--- src/logic/fwal_consts.vh ---
// fwal_consts.vh: offsets, field positions, reset values and codes
// of the fault/warning alert block; definitions only
`ifndef FWAL_CONSTS_VH
`define FWAL_CONSTS_VH

// apb register byte offsets
`define FWAL_ADDR_CTRL        8'h00
`define FWAL_ADDR_STATUS      8'h04
`define FWAL_ADDR_MASK_FIRST  8'h08
`define FWAL_ADDR_MASK_SECOND 8'h0C
`define FWAL_ADDR_ALERT_MODE  8'h10
`define FWAL_ADDR_ALERT_STATE 8'h14
`define FWAL_ADDR_SAMPLE      8'h18

// control register fields
`define FWAL_CTRL_ON          0
`define FWAL_CTRL_CLEAR       1

// status bit positions
`define FWAL_ST_UV_FAULT      0
`define FWAL_ST_OV_FAULT      1
`define FWAL_ST_OC_FAULT      2
`define FWAL_ST_CML           3
`define FWAL_ST_REG_ACTIVE    4
`define FWAL_ST_IOUT_OC       5
`define FWAL_ST_IOUT_WARN2    6
`define FWAL_ST_VIN_UV        7
`define FWAL_ST_VIN_OV        8
`define FWAL_ST_VOUT_UV       9
`define FWAL_ST_VOUT_OV       10
`define FWAL_ST_FET_BAD       15
`define FWAL_FAULT_MASK       16'h0007

// alert mode register fields
`define FWAL_MODE_INV         0
`define FWAL_MODE_GPO         2
`define FWAL_MODE_LVL         4

// reset values
`define FWAL_RST_CTRL         2'h1
`define FWAL_RST_MASK_FIRST   16'h0000
`define FWAL_RST_MASK_SECOND  16'h8000
`define FWAL_RST_MODE         6'h00

// alert response address and the read byte that carries it
`define FWAL_ARA_ADDR         7'h0C
`define FWAL_ARA_BYTE         8'h19

// adc code encodings: zero sense voltage at mid-scale
`define FWAL_CODE_MIDSCALE    12'h800
// code steps in nanovolts: sense 12.4 uV, voltage 1.488 mV / 5.208 mV
`define FWAL_SENSE_STEP_NV    12400
`define FWAL_VSTEP_6V_NV      1488000
`define FWAL_VSTEP_20V_NV     5208000

`endif

--- src/logic/fwal_alert.v ---
// fwal_alert.v: latched fault/warning status, two open-drain alert
// outputs, apb register slave and alert response address responder.
// assumes apb master on pclk; smbus pins and fault inputs are async.
//
// Overview of operation
// - uv, ov and overcurrent-timeout faults latch and turn hot-swap off.
// - the three fault sources are always monitored, no setting disables them.
// - a status bit reads 1 once set and stays latched.
// - a bit clears only if inactive, on clear-faults or output off-then-on.
// - nine warning sources set status but never touch the hot-swap output.
// - current codes are raw 12-bit, zero at 2048, 12.4 uV per step.
// - voltage codes are raw 12-bit, step 1.488 mV or 5.208 mV.
// - after power-up every alert output is released.
// - first output has no source enabled; second only fet-health-bad.
// - an enabled event drives its alert active, low unless inverted.
// - outputs assert independently; a release frees both unless one is newly set that cycle.
// - clear-faults releases alerts; persistent faults do not reassert them.
// - a violating monitor sample after clear-faults raises a fresh alert.
// - on alert response read at 0x0C return own 7-bit address.
// - arbitrate on address bits, lowest address wins and withdraws alert.
// - after sending its address the device releases alerts in acknowledge.
// - after an alert response status stays and alerts stay inactive.
// - only an enabled bit going 0 to 1 raises a new alert.
// - mask words select sources per output; gpo mode ignores the mask.
// - monitor warnings trigger only strictly above or below a threshold.
//
// Decided for this implementation: the APB slave port and the register addresses.
`timescale 1ns/1ns
`include "fwal_consts.vh"

module fwal_alert (
	input  wire        pclk,
	input  wire        presetn,
	input  wire        psel,
	input  wire        penable,
	input  wire        pwrite,
	input  wire [7:0]  paddr,
	input  wire [31:0] pwdata,
	output reg  [31:0] prdata,
	output reg         pready,
	output reg         pslverr,
	input  wire        uv_event,
	input  wire        ov_event,
	input  wire        oc_timeout,
	input  wire        current_regulation_active_warn,
	input  wire        fet_health_bad,
	input  wire        cml_error,
	input  wire        sample_valid,
	input  wire [11:0] iout_code,
	input  wire [11:0] vin_code,
	input  wire [11:0] vout_code,
	input  wire [11:0] iout_oc_limit,
	input  wire [11:0] second_current_warn_limit,
	input  wire        second_warn_under,
	input  wire [11:0] vin_uv_limit,
	input  wire [11:0] vin_ov_limit,
	input  wire [11:0] vout_uv_limit,
	input  wire [11:0] vout_ov_limit,
	input  wire [6:0]  dev_addr,
	input  wire        scl_in,
	input  wire        sda_in,
	output reg         sda_out,
	output reg         sda_oe_n,
	output reg         hs_gate_on,
	output reg         alert_out_first,
	output reg         alert_out_first_oe_n,
	output reg         alert_out_second,
	output reg         alert_out_second_oe_n
);

	localparam ST_IDLE = 5'b00001;
	localparam ST_ADDR = 5'b00010;
	localparam ST_ACK  = 5'b00100;
	localparam ST_SEND = 5'b01000;
	localparam ST_SPAR = 5'b10000;

	function above;
		input [11:0] value;
		input [11:0] limit;
		begin
			above = value > limit;
		end
	endfunction

	// async inputs: uv, ov, oc, regulation, fet, scl, sda, address strap
	reg  [13:0] sync1_q;
	reg  [13:0] sync2_q;
	reg         scl_d3_q;
	reg         sda_d3_q;
	wire        uv_s   = sync2_q[0];
	wire        ov_s   = sync2_q[1];
	wire        oc_s   = sync2_q[2];
	wire        reg_s  = sync2_q[3];
	wire        fet_s  = sync2_q[4];
	wire        scl_s  = sync2_q[5];
	wire        sda_s  = sync2_q[6];
	wire [6:0]  addr_s = sync2_q[13:7];

	always @(posedge pclk or negedge presetn) begin
		if (!presetn) begin
			sync1_q  <= 14'h0060;
			sync2_q  <= 14'h0060;
			scl_d3_q <= 1'b1;
			sda_d3_q <= 1'b1;
		end else begin
			sync1_q  <= {dev_addr, sda_in, scl_in, fet_health_bad,
				current_regulation_active_warn, oc_timeout,
				ov_event, uv_event};
			sync2_q  <= sync1_q;
			scl_d3_q <= scl_s;
			sda_d3_q <= sda_s;
		end
	end

	reg  [1:0]  ctrl_q;
	reg         op_prev_q;
	reg  [15:0] status_q;
	reg  [15:0] mask_q [0:1];
	reg  [5:0]  mode_q;
	reg  [1:0]  pend_q;
	reg  [11:0] iout_last_q;
	reg  [11:0] vin_last_q;
	reg         ara_won_q;

	wire apb_wr = psel & penable & pready & pwrite;
	wire clr_cmd = apb_wr & (paddr == `FWAL_ADDR_CTRL) &
		pwdata[`FWAL_CTRL_CLEAR];
	wire op_reenable = ctrl_q[`FWAL_CTRL_ON] & ~op_prev_q;
	wire clear_any = clr_cmd | op_reenable;

	// monitor compares only on a fresh sample, strict both ways
	wire w2_hit = second_warn_under ?
		above(second_current_warn_limit, iout_code) :
		above(iout_code, second_current_warn_limit);

	reg  [15:0] cond;
	always @* begin
		cond = 16'h0000;
		cond[`FWAL_ST_UV_FAULT]   = uv_s;
		cond[`FWAL_ST_OV_FAULT]   = ov_s;
		cond[`FWAL_ST_OC_FAULT]   = oc_s;
		cond[`FWAL_ST_CML]        = cml_error;
		cond[`FWAL_ST_REG_ACTIVE] = reg_s;
		cond[`FWAL_ST_IOUT_OC]    = sample_valid &
			above(iout_code, iout_oc_limit);
		cond[`FWAL_ST_IOUT_WARN2] = sample_valid & w2_hit;
		cond[`FWAL_ST_VIN_UV]     = sample_valid &
			above(vin_uv_limit, vin_code);
		cond[`FWAL_ST_VIN_OV]     = sample_valid &
			above(vin_code, vin_ov_limit);
		cond[`FWAL_ST_VOUT_UV]    = sample_valid &
			above(vout_uv_limit, vout_code);
		cond[`FWAL_ST_VOUT_OV]    = sample_valid &
			above(vout_code, vout_ov_limit);
		cond[`FWAL_ST_FET_BAD]    = fet_s;
	end

	// an active condition wins over any clear in the same cycle
	wire [15:0] status_d = (status_q & ~({16{clear_any}} & ~cond)) |
		cond;
	// sample warnings are events, so after a clear the next bad sample
	// is a fresh 0->1 edge and alerts again
	wire [15:0] new_set = cond & ~status_q;
	wire        release_all = clear_any | ara_won_q;

	always @(posedge pclk or negedge presetn) begin
		if (!presetn) begin
			status_q    <= 16'h0000;
			op_prev_q   <= 1'b1;
			iout_last_q <= `FWAL_CODE_MIDSCALE;
			vin_last_q  <= 12'h000;
		end else begin
			status_q  <= status_d;
			op_prev_q <= ctrl_q[`FWAL_CTRL_ON];
			if (sample_valid) begin
				iout_last_q <= iout_code;
				vin_last_q  <= vin_code;
			end
		end
	end

	// hot-swap output: warnings never enter this term
	always @(posedge pclk or negedge presetn) begin
		if (!presetn)
			hs_gate_on <= 1'b0;
		else
			hs_gate_on <= ctrl_q[`FWAL_CTRL_ON] &
				~|(status_d & `FWAL_FAULT_MASK);
	end

	wire [1:0] alert_trig;
	genvar gi;
	generate
		for (gi = 0; gi < 2; gi = gi + 1) begin : g_alert
			assign alert_trig[gi] = ~mode_q[`FWAL_MODE_GPO + gi] &
				|(new_set & mask_q[gi]);
		end
	endgenerate

	// one process owns both pending bits, set wins over release
	always @(posedge pclk or negedge presetn) begin
		if (!presetn)
			pend_q <= 2'h0;
		else
			pend_q <= alert_trig |
				(pend_q & ~{2{release_all}});
	end

	wire act_first  = mode_q[`FWAL_MODE_GPO] ?
		mode_q[`FWAL_MODE_LVL] : pend_q[0];
	wire act_second = mode_q[`FWAL_MODE_GPO + 1] ?
		mode_q[`FWAL_MODE_LVL + 1] : pend_q[1];

	// open drain: inverted active level means released while active
	always @(posedge pclk or negedge presetn) begin
		if (!presetn) begin
			alert_out_first       <= 1'b0;
			alert_out_second      <= 1'b0;
			alert_out_first_oe_n  <= 1'b1;
			alert_out_second_oe_n <= 1'b1;
		end else begin
			alert_out_first       <= 1'b0;
			alert_out_second      <= 1'b0;
			alert_out_first_oe_n  <= ~(act_first ^
				mode_q[`FWAL_MODE_INV]);
			alert_out_second_oe_n <= ~(act_second ^
				mode_q[`FWAL_MODE_INV + 1]);
		end
	end

	// apb slave: one wait state, registered answer
	reg [31:0] rd_mux;
	reg        rd_err;
	always @* begin
		rd_mux = 32'h0000_0000;
		rd_err = 1'b0;
		case (paddr)
		`FWAL_ADDR_CTRL:        rd_mux = {31'h0, ctrl_q[`FWAL_CTRL_ON]};
		`FWAL_ADDR_STATUS:      rd_mux = {16'h0, status_q};
		`FWAL_ADDR_MASK_FIRST:  rd_mux = {16'h0, mask_q[0]};
		`FWAL_ADDR_MASK_SECOND: rd_mux = {16'h0, mask_q[1]};
		`FWAL_ADDR_ALERT_MODE:  rd_mux = {26'h0, mode_q};
		`FWAL_ADDR_ALERT_STATE: rd_mux = {29'h0, hs_gate_on, pend_q};
		`FWAL_ADDR_SAMPLE:      rd_mux = {4'h0, vin_last_q,
			3'h0, (iout_last_q < `FWAL_CODE_MIDSCALE),
			iout_last_q};
		default:                rd_err = 1'b1;
		endcase
	end

	always @(posedge pclk or negedge presetn) begin
		if (!presetn) begin
			pready  <= 1'b0;
			pslverr <= 1'b0;
			prdata  <= 32'h0000_0000;
		end else begin
			pready  <= psel & penable & ~pready;
			pslverr <= psel & penable & ~pready & rd_err;
			prdata  <= (psel & penable & ~pready & ~pwrite) ?
				rd_mux : 32'h0000_0000;
		end
	end

	always @(posedge pclk or negedge presetn) begin
		if (!presetn) begin
			ctrl_q    <= `FWAL_RST_CTRL;
			mask_q[0] <= `FWAL_RST_MASK_FIRST;
			mask_q[1] <= `FWAL_RST_MASK_SECOND;
			mode_q    <= `FWAL_RST_MODE;
		end else if (apb_wr) begin
			case (paddr)
			`FWAL_ADDR_CTRL:
				ctrl_q[`FWAL_CTRL_ON] <= pwdata[`FWAL_CTRL_ON];
			`FWAL_ADDR_MASK_FIRST:  mask_q[0] <= pwdata[15:0];
			`FWAL_ADDR_MASK_SECOND: mask_q[1] <= pwdata[15:0];
			`FWAL_ADDR_ALERT_MODE:  mode_q <= pwdata[5:0];
			default:                ctrl_q <= ctrl_q;
			endcase
		end
	end

	// alert response responder: only the 0x0C receive-byte is answered
	wire scl_rise = scl_s & ~scl_d3_q;
	wire scl_fall = ~scl_s & scl_d3_q;
	wire start_c  = scl_s & sda_d3_q & ~sda_s;
	wire stop_c   = scl_s & ~sda_d3_q & sda_s;

	reg  [4:0] st_q;
	reg  [3:0] cnt_q;
	reg  [7:0] sh_q;

	always @(posedge pclk or negedge presetn) begin
		if (!presetn) begin
			st_q      <= ST_IDLE;
			cnt_q     <= 4'h0;
			sh_q      <= 8'h00;
			sda_out   <= 1'b0;
			sda_oe_n  <= 1'b1;
			ara_won_q <= 1'b0;
		end else begin
			ara_won_q <= 1'b0;
			sda_out   <= 1'b0;
			if (start_c) begin
				st_q     <= ST_ADDR;
				cnt_q    <= 4'h0;
				sda_oe_n <= 1'b1;
			end else if (stop_c) begin
				st_q     <= ST_IDLE;
				sda_oe_n <= 1'b1;
			end else begin
				case (st_q)
				ST_ADDR: begin
					if (scl_rise) begin
						sh_q  <= {sh_q[6:0], sda_s};
						cnt_q <= cnt_q + 4'h1;
					end else if (scl_fall && cnt_q == 4'h8) begin
						if (sh_q == `FWAL_ARA_BYTE && |pend_q) begin
							sda_oe_n <= 1'b0;
							st_q     <= ST_ACK;
						end else
							st_q <= ST_SPAR;
					end
				end
				ST_ACK: begin
					if (scl_fall) begin
						sh_q     <= {addr_s, 1'b1};
						sda_oe_n <= addr_s[6];
						cnt_q    <= 4'h0;
						st_q     <= ST_SEND;
					end
				end
				ST_SEND: begin
					if (scl_rise) begin
						if (sh_q[7] && !sda_s) begin
							sda_oe_n <= 1'b1;
							st_q     <= ST_SPAR;
						end else
							cnt_q <= cnt_q + 4'h1;
					end else if (scl_fall) begin
						if (cnt_q == 4'h8) begin
							sda_oe_n  <= 1'b1;
							ara_won_q <= 1'b1;
							st_q      <= ST_SPAR;
						end else begin
							sh_q     <= {sh_q[6:0], 1'b1};
							sda_oe_n <= sh_q[6];
						end
					end
				end
				ST_SPAR:
					sda_oe_n <= 1'b1;
				ST_IDLE:
					sda_oe_n <= 1'b1;
				default: begin
					st_q     <= ST_IDLE;
					sda_oe_n <= 1'b1;
				end
				endcase
			end
		end
	end

endmodule // fwal_alert

--- config.mk ---
export PLATFORM = sky130hd
export DESIGN_NAME = fwal_alert
export DESIGN_NICKNAME = d
export VERILOG_FILES = /design/src/logic/fwal_alert.v
export VERILOG_INCLUDE_DIRS = /design/src /design/src/logic
export SDC_FILE = /design/constraint.sdc
export NUM_CORES = 1
export LEC_CHECK = 0
export BUFFER_PORTS_ARGS = -buffer_cell sky130_fd_sc_hd__buf_2
export CORE_ASPECT_RATIO = 1.2
export CORE_MARGIN = 2
export CORE_UTILIZATION = 50
export CTS_BUF_LIST = sky130_fd_sc_hd__clkbuf_8
export DETAILED_ROUTE_END_ITERATION = 10
export HOLD_SLACK_MARGIN = 0.06
export PLACE_DENSITY = 0.88
export SYNTH_ARGS = -nofsm -noshare
export SYNTH_HDL_FRONTEND = slang
export SYNTH_SLANG_ARGS = --single-unit
--- constraint.sdc ---
create_clock -name pclk -period 2.2 [get_ports pclk]
set_clock_uncertainty 0.2 [all_clocks]
set_input_delay 0.22 -clock pclk [delete_from_list [all_inputs] [get_ports pclk]]
set_output_delay 0.22 -clock pclk [all_outputs]
set_load 0.05 [all_outputs]
==> flow_summary.toml, run 1 <==
[layout]
diodes = 0
final_area_sq_um = 11500
syn_to_final_growth_pct = 33.0
regArea_sq_um = 4120
nets = 1347
multiInputGateArea_sq_um = 4200
drive_above_1_share = 0.346
fillCellCount = 1184

[floorplanning]
start_util = 0.511
core_sq_um = 16900
die-area_sq_um = 18400
ioPinCount = 211
dieHeight_um = 148
rows = 52
die_x_um = 124

[placement]
io_buffers = 187
dp_hpwl_mm = 16.8
placed_area_sq_um = 10300
place.gp.congestion = 0.901

[global_routing]
antenna_found_initial = 0
grt-ovfl-total = 0
grt_pass1_wl_mm = 35.5
grt_usage = 0.252
grt_max_degree = 54
grt_pass1_vias = 7482

[outcome]
outcome = "complete, no violations"

[critical_path]
rr_worst_depth = 6
path_max_fanout = 5
critPathLaunchType = "register"
critical_path_required_ps = 2350
worstSetupPathType = "reg -> reg"
crit_path_end_kind = "register"
critPathArrivalTime_ps = 2290

[synthesis]
synth-edff-count = 0
synth_area_leaders = "dfrtp_1 (43%), ha_1 (11%), mux2_2 (6.1%)"
synthArstFlopShare = 1.00
synthCells = 782
synth.most_common_cell = "dfrtp_1"
ys_types = 73
ys_seq_area_frac = 0.476
netlist_area_sq_um = 8650
synth_top_area_frac = 0.434
ys_seq_elements = 164
synth_commonest_cells = "dfrtp_1 (150), inv_1 (83), ha_1 (76), mux2_2 (47), a21oi_1 (45)"
yosys.area.top_type = "dfrtp_1"
ys.flop_type = "dfrtp_1"
syn_area_per_cell_sq_um = 11.1
synth_warnings = 0

[power]
ir_drop_uv = 666
power.density_nw_per_um2 = 604
p_leak_nw = 5.95
power_w = 0.00695

[routing]
first_pass_iters = 5
drt-initial-drc-count = 401
wl_per_cell_um = 17.4
ant_nets = 0
viasPerCell = 5.45
wl_mm = 23.2
vias = 7250
drc_errors = 0

[timing]
setup_viol = 0
post-route-min-period_ps = 2140
hold_viol = 0
fmax_mhz = 467
maxSlewHeadroom = 0.666
worstMarginPinSlew_ps = 498
maxSlewViolCount = 0
period_share = 0.974

[min_path]
min_path_type = "in -> async"

[clock_tree]
cts_tree = "built"
clk_latency_ps = 460
cts-root-buf = "clkbuf_8"
htreeDepth = 4
cts_buffers = 17
cts_num_sinks = 164
max-clock-path-buffers = 2
clk_pin_slew_ps = 100

[flow_run]
cap_violations = 0
[layout make-up]
| type | count | area share |
|---|---|---|
| well taps | 216 | 0.0235 |
| flip-flops and latches | 164 | 0.358 |
| multi-input cells | 513 | 0.365 |
| repair buffers | 321 | 0.190 |
| clock inverters | 14 | 0.0141 |
| inverters | 84 | 0.0274 |
| clock buffers | 18 | 0.0215 |
[cell usage in the layout (no fill, tap or decap), drive strengths merged, types with 6 or more instances in the layout]
| cell | synthesis | layout |
|---|---|---|
| inv | 84 | 92 |
| nor2 | 38 | 38 |
| dfstp | 14 | 14 |
| a21oi | 45 | 45 |
| a21o | 26 | 26 |
| nand2 | 35 | 35 |
| clkbuf | 9 | 18 |
| ha | 76 | 76 |
| o21ai | 17 | 17 |
| a22oi | 13 | 13 |
| nor2b | 18 | 18 |
| a222oi | 7 | 7 |
| conb | 1 | 7 |
| a22o | 6 | 6 |
| nand4 | 16 | 16 |
| and3 | 6 | 6 |
| mux2i | 11 | 11 |
| dfrtp | 150 | 150 |
| mux2 | 73 | 73 |
| dlygate4sd3 | 0 | 66 |
| and2 | 22 | 22 |
| or2 | 7 | 7 |
| nand2b | 6 | 6 |
| nand3 | 9 | 9 |
| a31oi | 7 | 7 |
| o211ai | 6 | 6 |
| buf | 18 | 255 |
[registers in the layout, indices dropped and copies added (netlist names), 2 cells and up]
register,count
sync1_q,14
st_q,5
mode_q,6
sync2_q,14
pend_q,2
cnt_q,4
status_q,16
vin_last_q,12
sh_q,8
iout_last_q,12
prdata,28
mask_q,32
[metal layers]
layer / track usage / part of all wire / vias to the layer above / wire [um]
li1: - / - / 3411 / -
met2: 0.462 / 0.53 / 263 / 12300
met4: 0.115 / 0.029 / 0 / 681
met1: 0.274 / 0.39 / 3521 / 8990
met3: 0.0502 / 0.054 / 55 / 1260
met5: 0 / 0 / - / 0
[worst max-delay path: stages, from the launching register on]
cell     delay (ps)
dfrtp_1         410
or3_4           400
or2_4           300
nand3_1         180
a41o_1          230
o21ai_4          80
a22o_1          240
[path summary, 6_finish.rpt]
kind / startpoint / to / slack, ps
worst max-delay path: st_q[3] / cnt_q[3] / 60
worst min-delay path: presetn / prdata[12] / 80
worst max register to register: st_q[3] / cnt_q[3] / 60
worst min register to register: sync1_q[4] / sync2_q[4] / 150
max in group asynchronous: presetn / alert_out_second_oe_n / 1050
min in group pclk: vout_uv_limit[11] / status_q[9] / 110
[metrics by stage]
| step | utilization | setup TNS, ps | std cells | setup slack [ps] | hold slack [ps] |
|---|---|---|---|---|---|
| floorplan | - | 0 | 788 | 22.0 | -276 |
| global placement | 0.607 | -525 | 1227 | -269 | 8.53 |
| detailed placement | 0.607 | -670 | 1227 | -398 | 13.0 |
| CTS | 0.671 | -4.04 | 1325 | -4.04 | 78.2 |
| global route | 0.680 | -0.169 | 1330 | -0.169 | 91.2 |
| finish | 0.680 | 0 | 1330 | 57.6 | 79.7 |
[repair_timing]
item / CTS / global route
setup endpoints to repair: 5 / 16
hold buffers: 66 / 0
setup buffers: 0 / 5
resized for setup: 4 / 22
endpoints found under the hold margin: 235 / 0
gates cloned: 0 / 0
pin swaps: 0 / 4
[kinds of logic (layout without fill, tap and decap cells)]
| family | count (synthesis) | after routing | synth area share |
|---|---|---|---|
| compound gates | 160 | 160 | 0.130 |
| xor+xnor | 4 | 4 | 0.00405 |
| fa+ha+maj | 76 | 76 | 0.110 |
| buf+inv | 111 | 437 | 0.0538 |
| flops | 164 | 164 | 0.476 |
| mux | 84 | 84 | 0.108 |
| other cells | 1 | 7 | 0.000433 |
| simple gates | 182 | 182 | 0.117 |
[where the power goes]
part,switching [W],total (W),internal (W),leakage (nW)
Combinational,0.000660,0.00135,0.000695,3.69
Clock,0.00118,0.00225,0.00107,0.208
Sequential,0.000142,0.00334,0.00320,2.06
No activity file was read; power rests on OpenSTA's default activity.
==> inputs of run 2 (changes only) <==
--- a/config.mk
+++ b/config.mk
@@ -6,14 +6,15 @@
 export SDC_FILE = /design/constraint.sdc
 export NUM_CORES = 1
 export LEC_CHECK = 0
+export ABC_AREA = 1
 export BUFFER_PORTS_ARGS = -buffer_cell sky130_fd_sc_hd__buf_2
 export CORE_ASPECT_RATIO = 1.2
 export CORE_MARGIN = 2
-export CORE_UTILIZATION = 50
+export CORE_UTILIZATION = 51
 export CTS_BUF_LIST = sky130_fd_sc_hd__clkbuf_8
 export DETAILED_ROUTE_END_ITERATION = 10
 export HOLD_SLACK_MARGIN = 0.06
-export PLACE_DENSITY = 0.88
+export PLACE_DENSITY = 0.89
 export SYNTH_ARGS = -nofsm -noshare
 export SYNTH_HDL_FRONTEND = slang
 export SYNTH_SLANG_ARGS = --single-unit
==> flow_summary.toml, run 2 <==
[outcome]
outcome = "complete, no violations"

[placement]
dp_hpwl_mm = 17.2
pre_cts_slack_ps = 123
io_buffers = 187
place.gp.congestion = 0.888
post-place-cells = 1487
placed_area_sq_um = 10200

[layout]
nets = 1611
fin_cells = 1599
syn_to_final_growth_pct = 27.5
drive_above_1_share = 0.213
final_area_sq_um = 11400
largest_register = "mask_q"
final_common_cell = "nand2_1"
reg_top3 = "mask_q: 32 flops, prdata: 28 flops, status_q: 16 flops"
finalCoreUtilization = 0.658
largest_reg_flops = 32
fillCellCount = 1279
multiInputGateArea_sq_um = 3910
regArea_sq_um = 4120
layout_common_cells = "nand2_1 (255), inv_1 (217), buf_2 (186)"

[clock_tree]
clk_latency_ps = 480
clk_pin_slew_ps = 90
cts_buffers = 17
cts_num_sinks = 164
max-clock-path-buffers = 2
cts-root-buf = "clkbuf_8"
htreeDepth = 4
cts_tree = "built"

[floorplanning]
start_util = 0.516
die-area_sq_um = 18700
core_sq_um = 17400
ioPinCount = 211
die_x_um = 125
rows = 53
dieHeight_um = 149

[min_path]
min_path_type = "in -> async"

[global_routing]
gr-max-usage-layer = "met2"
grtUsageMet1 = 0.303
grt-ovfl-total = 0
antenna_found_initial = 1
grt_max_degree = 51
grt_pass1_wl_mm = 40.7
grt_use_met2 = 0.495
grt_pass1_vias = 8757
grt_usage = 0.272
use_met3 = 0.0499

[timing]
grt_setup_unrepaired = "yes"
fin_tns_setup_ps = 0
hold_viol = 0
worstMarginPinSlew_ps = 516
setup_viol = 0
maxSlewHeadroom = 0.656
post-route-min-period_ps = 2070
setup_ws_ps = 131
fmax_mhz = 483
maxSlewViolCount = 0
period_share = 0.940

[power]
ir_drop_uv = 408
power.density_nw_per_um2 = 601
p_leak_nw = 6.30

[routing]
viasPerCell = 5.30
ant_nets = 0
wl_mm = 24.5
drc_errors = 0
wl_per_cell_um = 15.3
first_pass_iters = 6
drt-initial-drc-count = 591
vias = 8473

[synthesis]
ys_seq_area_frac = 0.460
synth_top_area_frac = 0.419
ys_types = 54
ys_seq_elements = 164
syn_area_per_cell_sq_um = 8.26
synth_area_leaders = "dfrtp_1 (42%), nand2_1 (11%), ha_1 (11%)"
ys.flop_type = "dfrtp_1"
synth-edff-count = 0
yosys.area.top_type = "dfrtp_1"
synthArstFlopShare = 1.00
synthCells = 1086
netlist_area_sq_um = 8970
synth.most_common_cell = "nand2_1"
synth_warnings = 0
synth_commonest_cells = "nand2_1 (255), inv_1 (216), dfrtp_1 (150), o21ai_0 (89), ha_1 (76)"

[critical_path]
rr_worst_depth = 8
crit_path_end_kind = "register"
critPathArrivalTime_ps = 2250
r2r_setup_slack_ps = 130
critical_path_required_ps = 2380
critPathLaunchType = "register"
path_max_fanout = 18
worstSetupPathType = "reg -> reg"

[flow_run]
cap_violations = 0
==> run 2: final cells by class <==
class	count	share of cell area
inverters	221	0.0726
flip-flops and latches	164	0.360
clock inverters	15	0.0127
well taps	220	0.0241
diodes	1	0.000219
clock buffers	17	0.0205
repair buffers	283	0.168
multi-input cells	678	0.342
==> run 2: final timing paths <==
kind | end | start
max reg2reg | cnt_q[2] | st_q[1]
min reg2reg | sync2_q[2] | sync1_q[2]
max | cnt_q[2] | st_q[1]
min in group pclk | status_q[9] | sample_valid
min | prdata[22] | presetn
max in group asynchronous | alert_out_first_oe_n | presetn
==> run 2: logic make-up (layout without fill, tap and decap cells) <==
| kind of cell | count (synthesis) | in the layout | share of synthesized area |
|---|---|---|---|
| xor gates and xnor gates | 4 | 4 | 0.00391 |
| AOI/OAI and AO/OA | 174 | 174 | 0.117 |
| and+or+nand+nor | 417 | 417 | 0.204 |
| other | 1 | 8 | 0.000418 |
| buffers and inverters | 250 | 536 | 0.109 |
| DFF | 164 | 164 | 0.460 |
| adders and majority gates | 76 | 76 | 0.106 |
==> run 2: routing by layer <==
layer / vias up / wire, um
met1: 3942 / 9290
met2: 425 / 12600
met3: 115 / 1510
met4: 0 / 1180
li1: 3991 / -
met5: - / 0
==> run 2: repair_timing <==
item / 4_1_cts / 5_1_grt
hold buffers: 78 / 0
setup endpoints to repair: 0 / 10
endpoints found under the hold margin: 236 / 0
setup buffers: 0 / 1
gates resized for setup: 0 / 5
==> run 2: critical path, cell delays in order (launching register included) <==
cell	delay [ps]
dfrtp_1	450
nor2_2	170
nand4_1	180
inv_2	290
nand3_1	120
nand3_1	100
nand3b_4	150
inv_1	90
o21ai_0	210
==> run 2: through the flow <==
step / hold WS (ps) / power [W]
after floorplan: -276 / 0.00417
after global placement: 4.89 / 0.00453
after detailed placement: 9.99 / 0.00461
after CTS: 75.2 / 0.00683
after global routing: 99.7 / 0.00722
final: 62.0 / 0.00687
==> run 2: power by group <==
part	internal, W	switching (W)
clock network	0.000929	0.00124
logic	0.000566	0.000790
registers	0.00323	0.000128
total	0.00472	0.00215
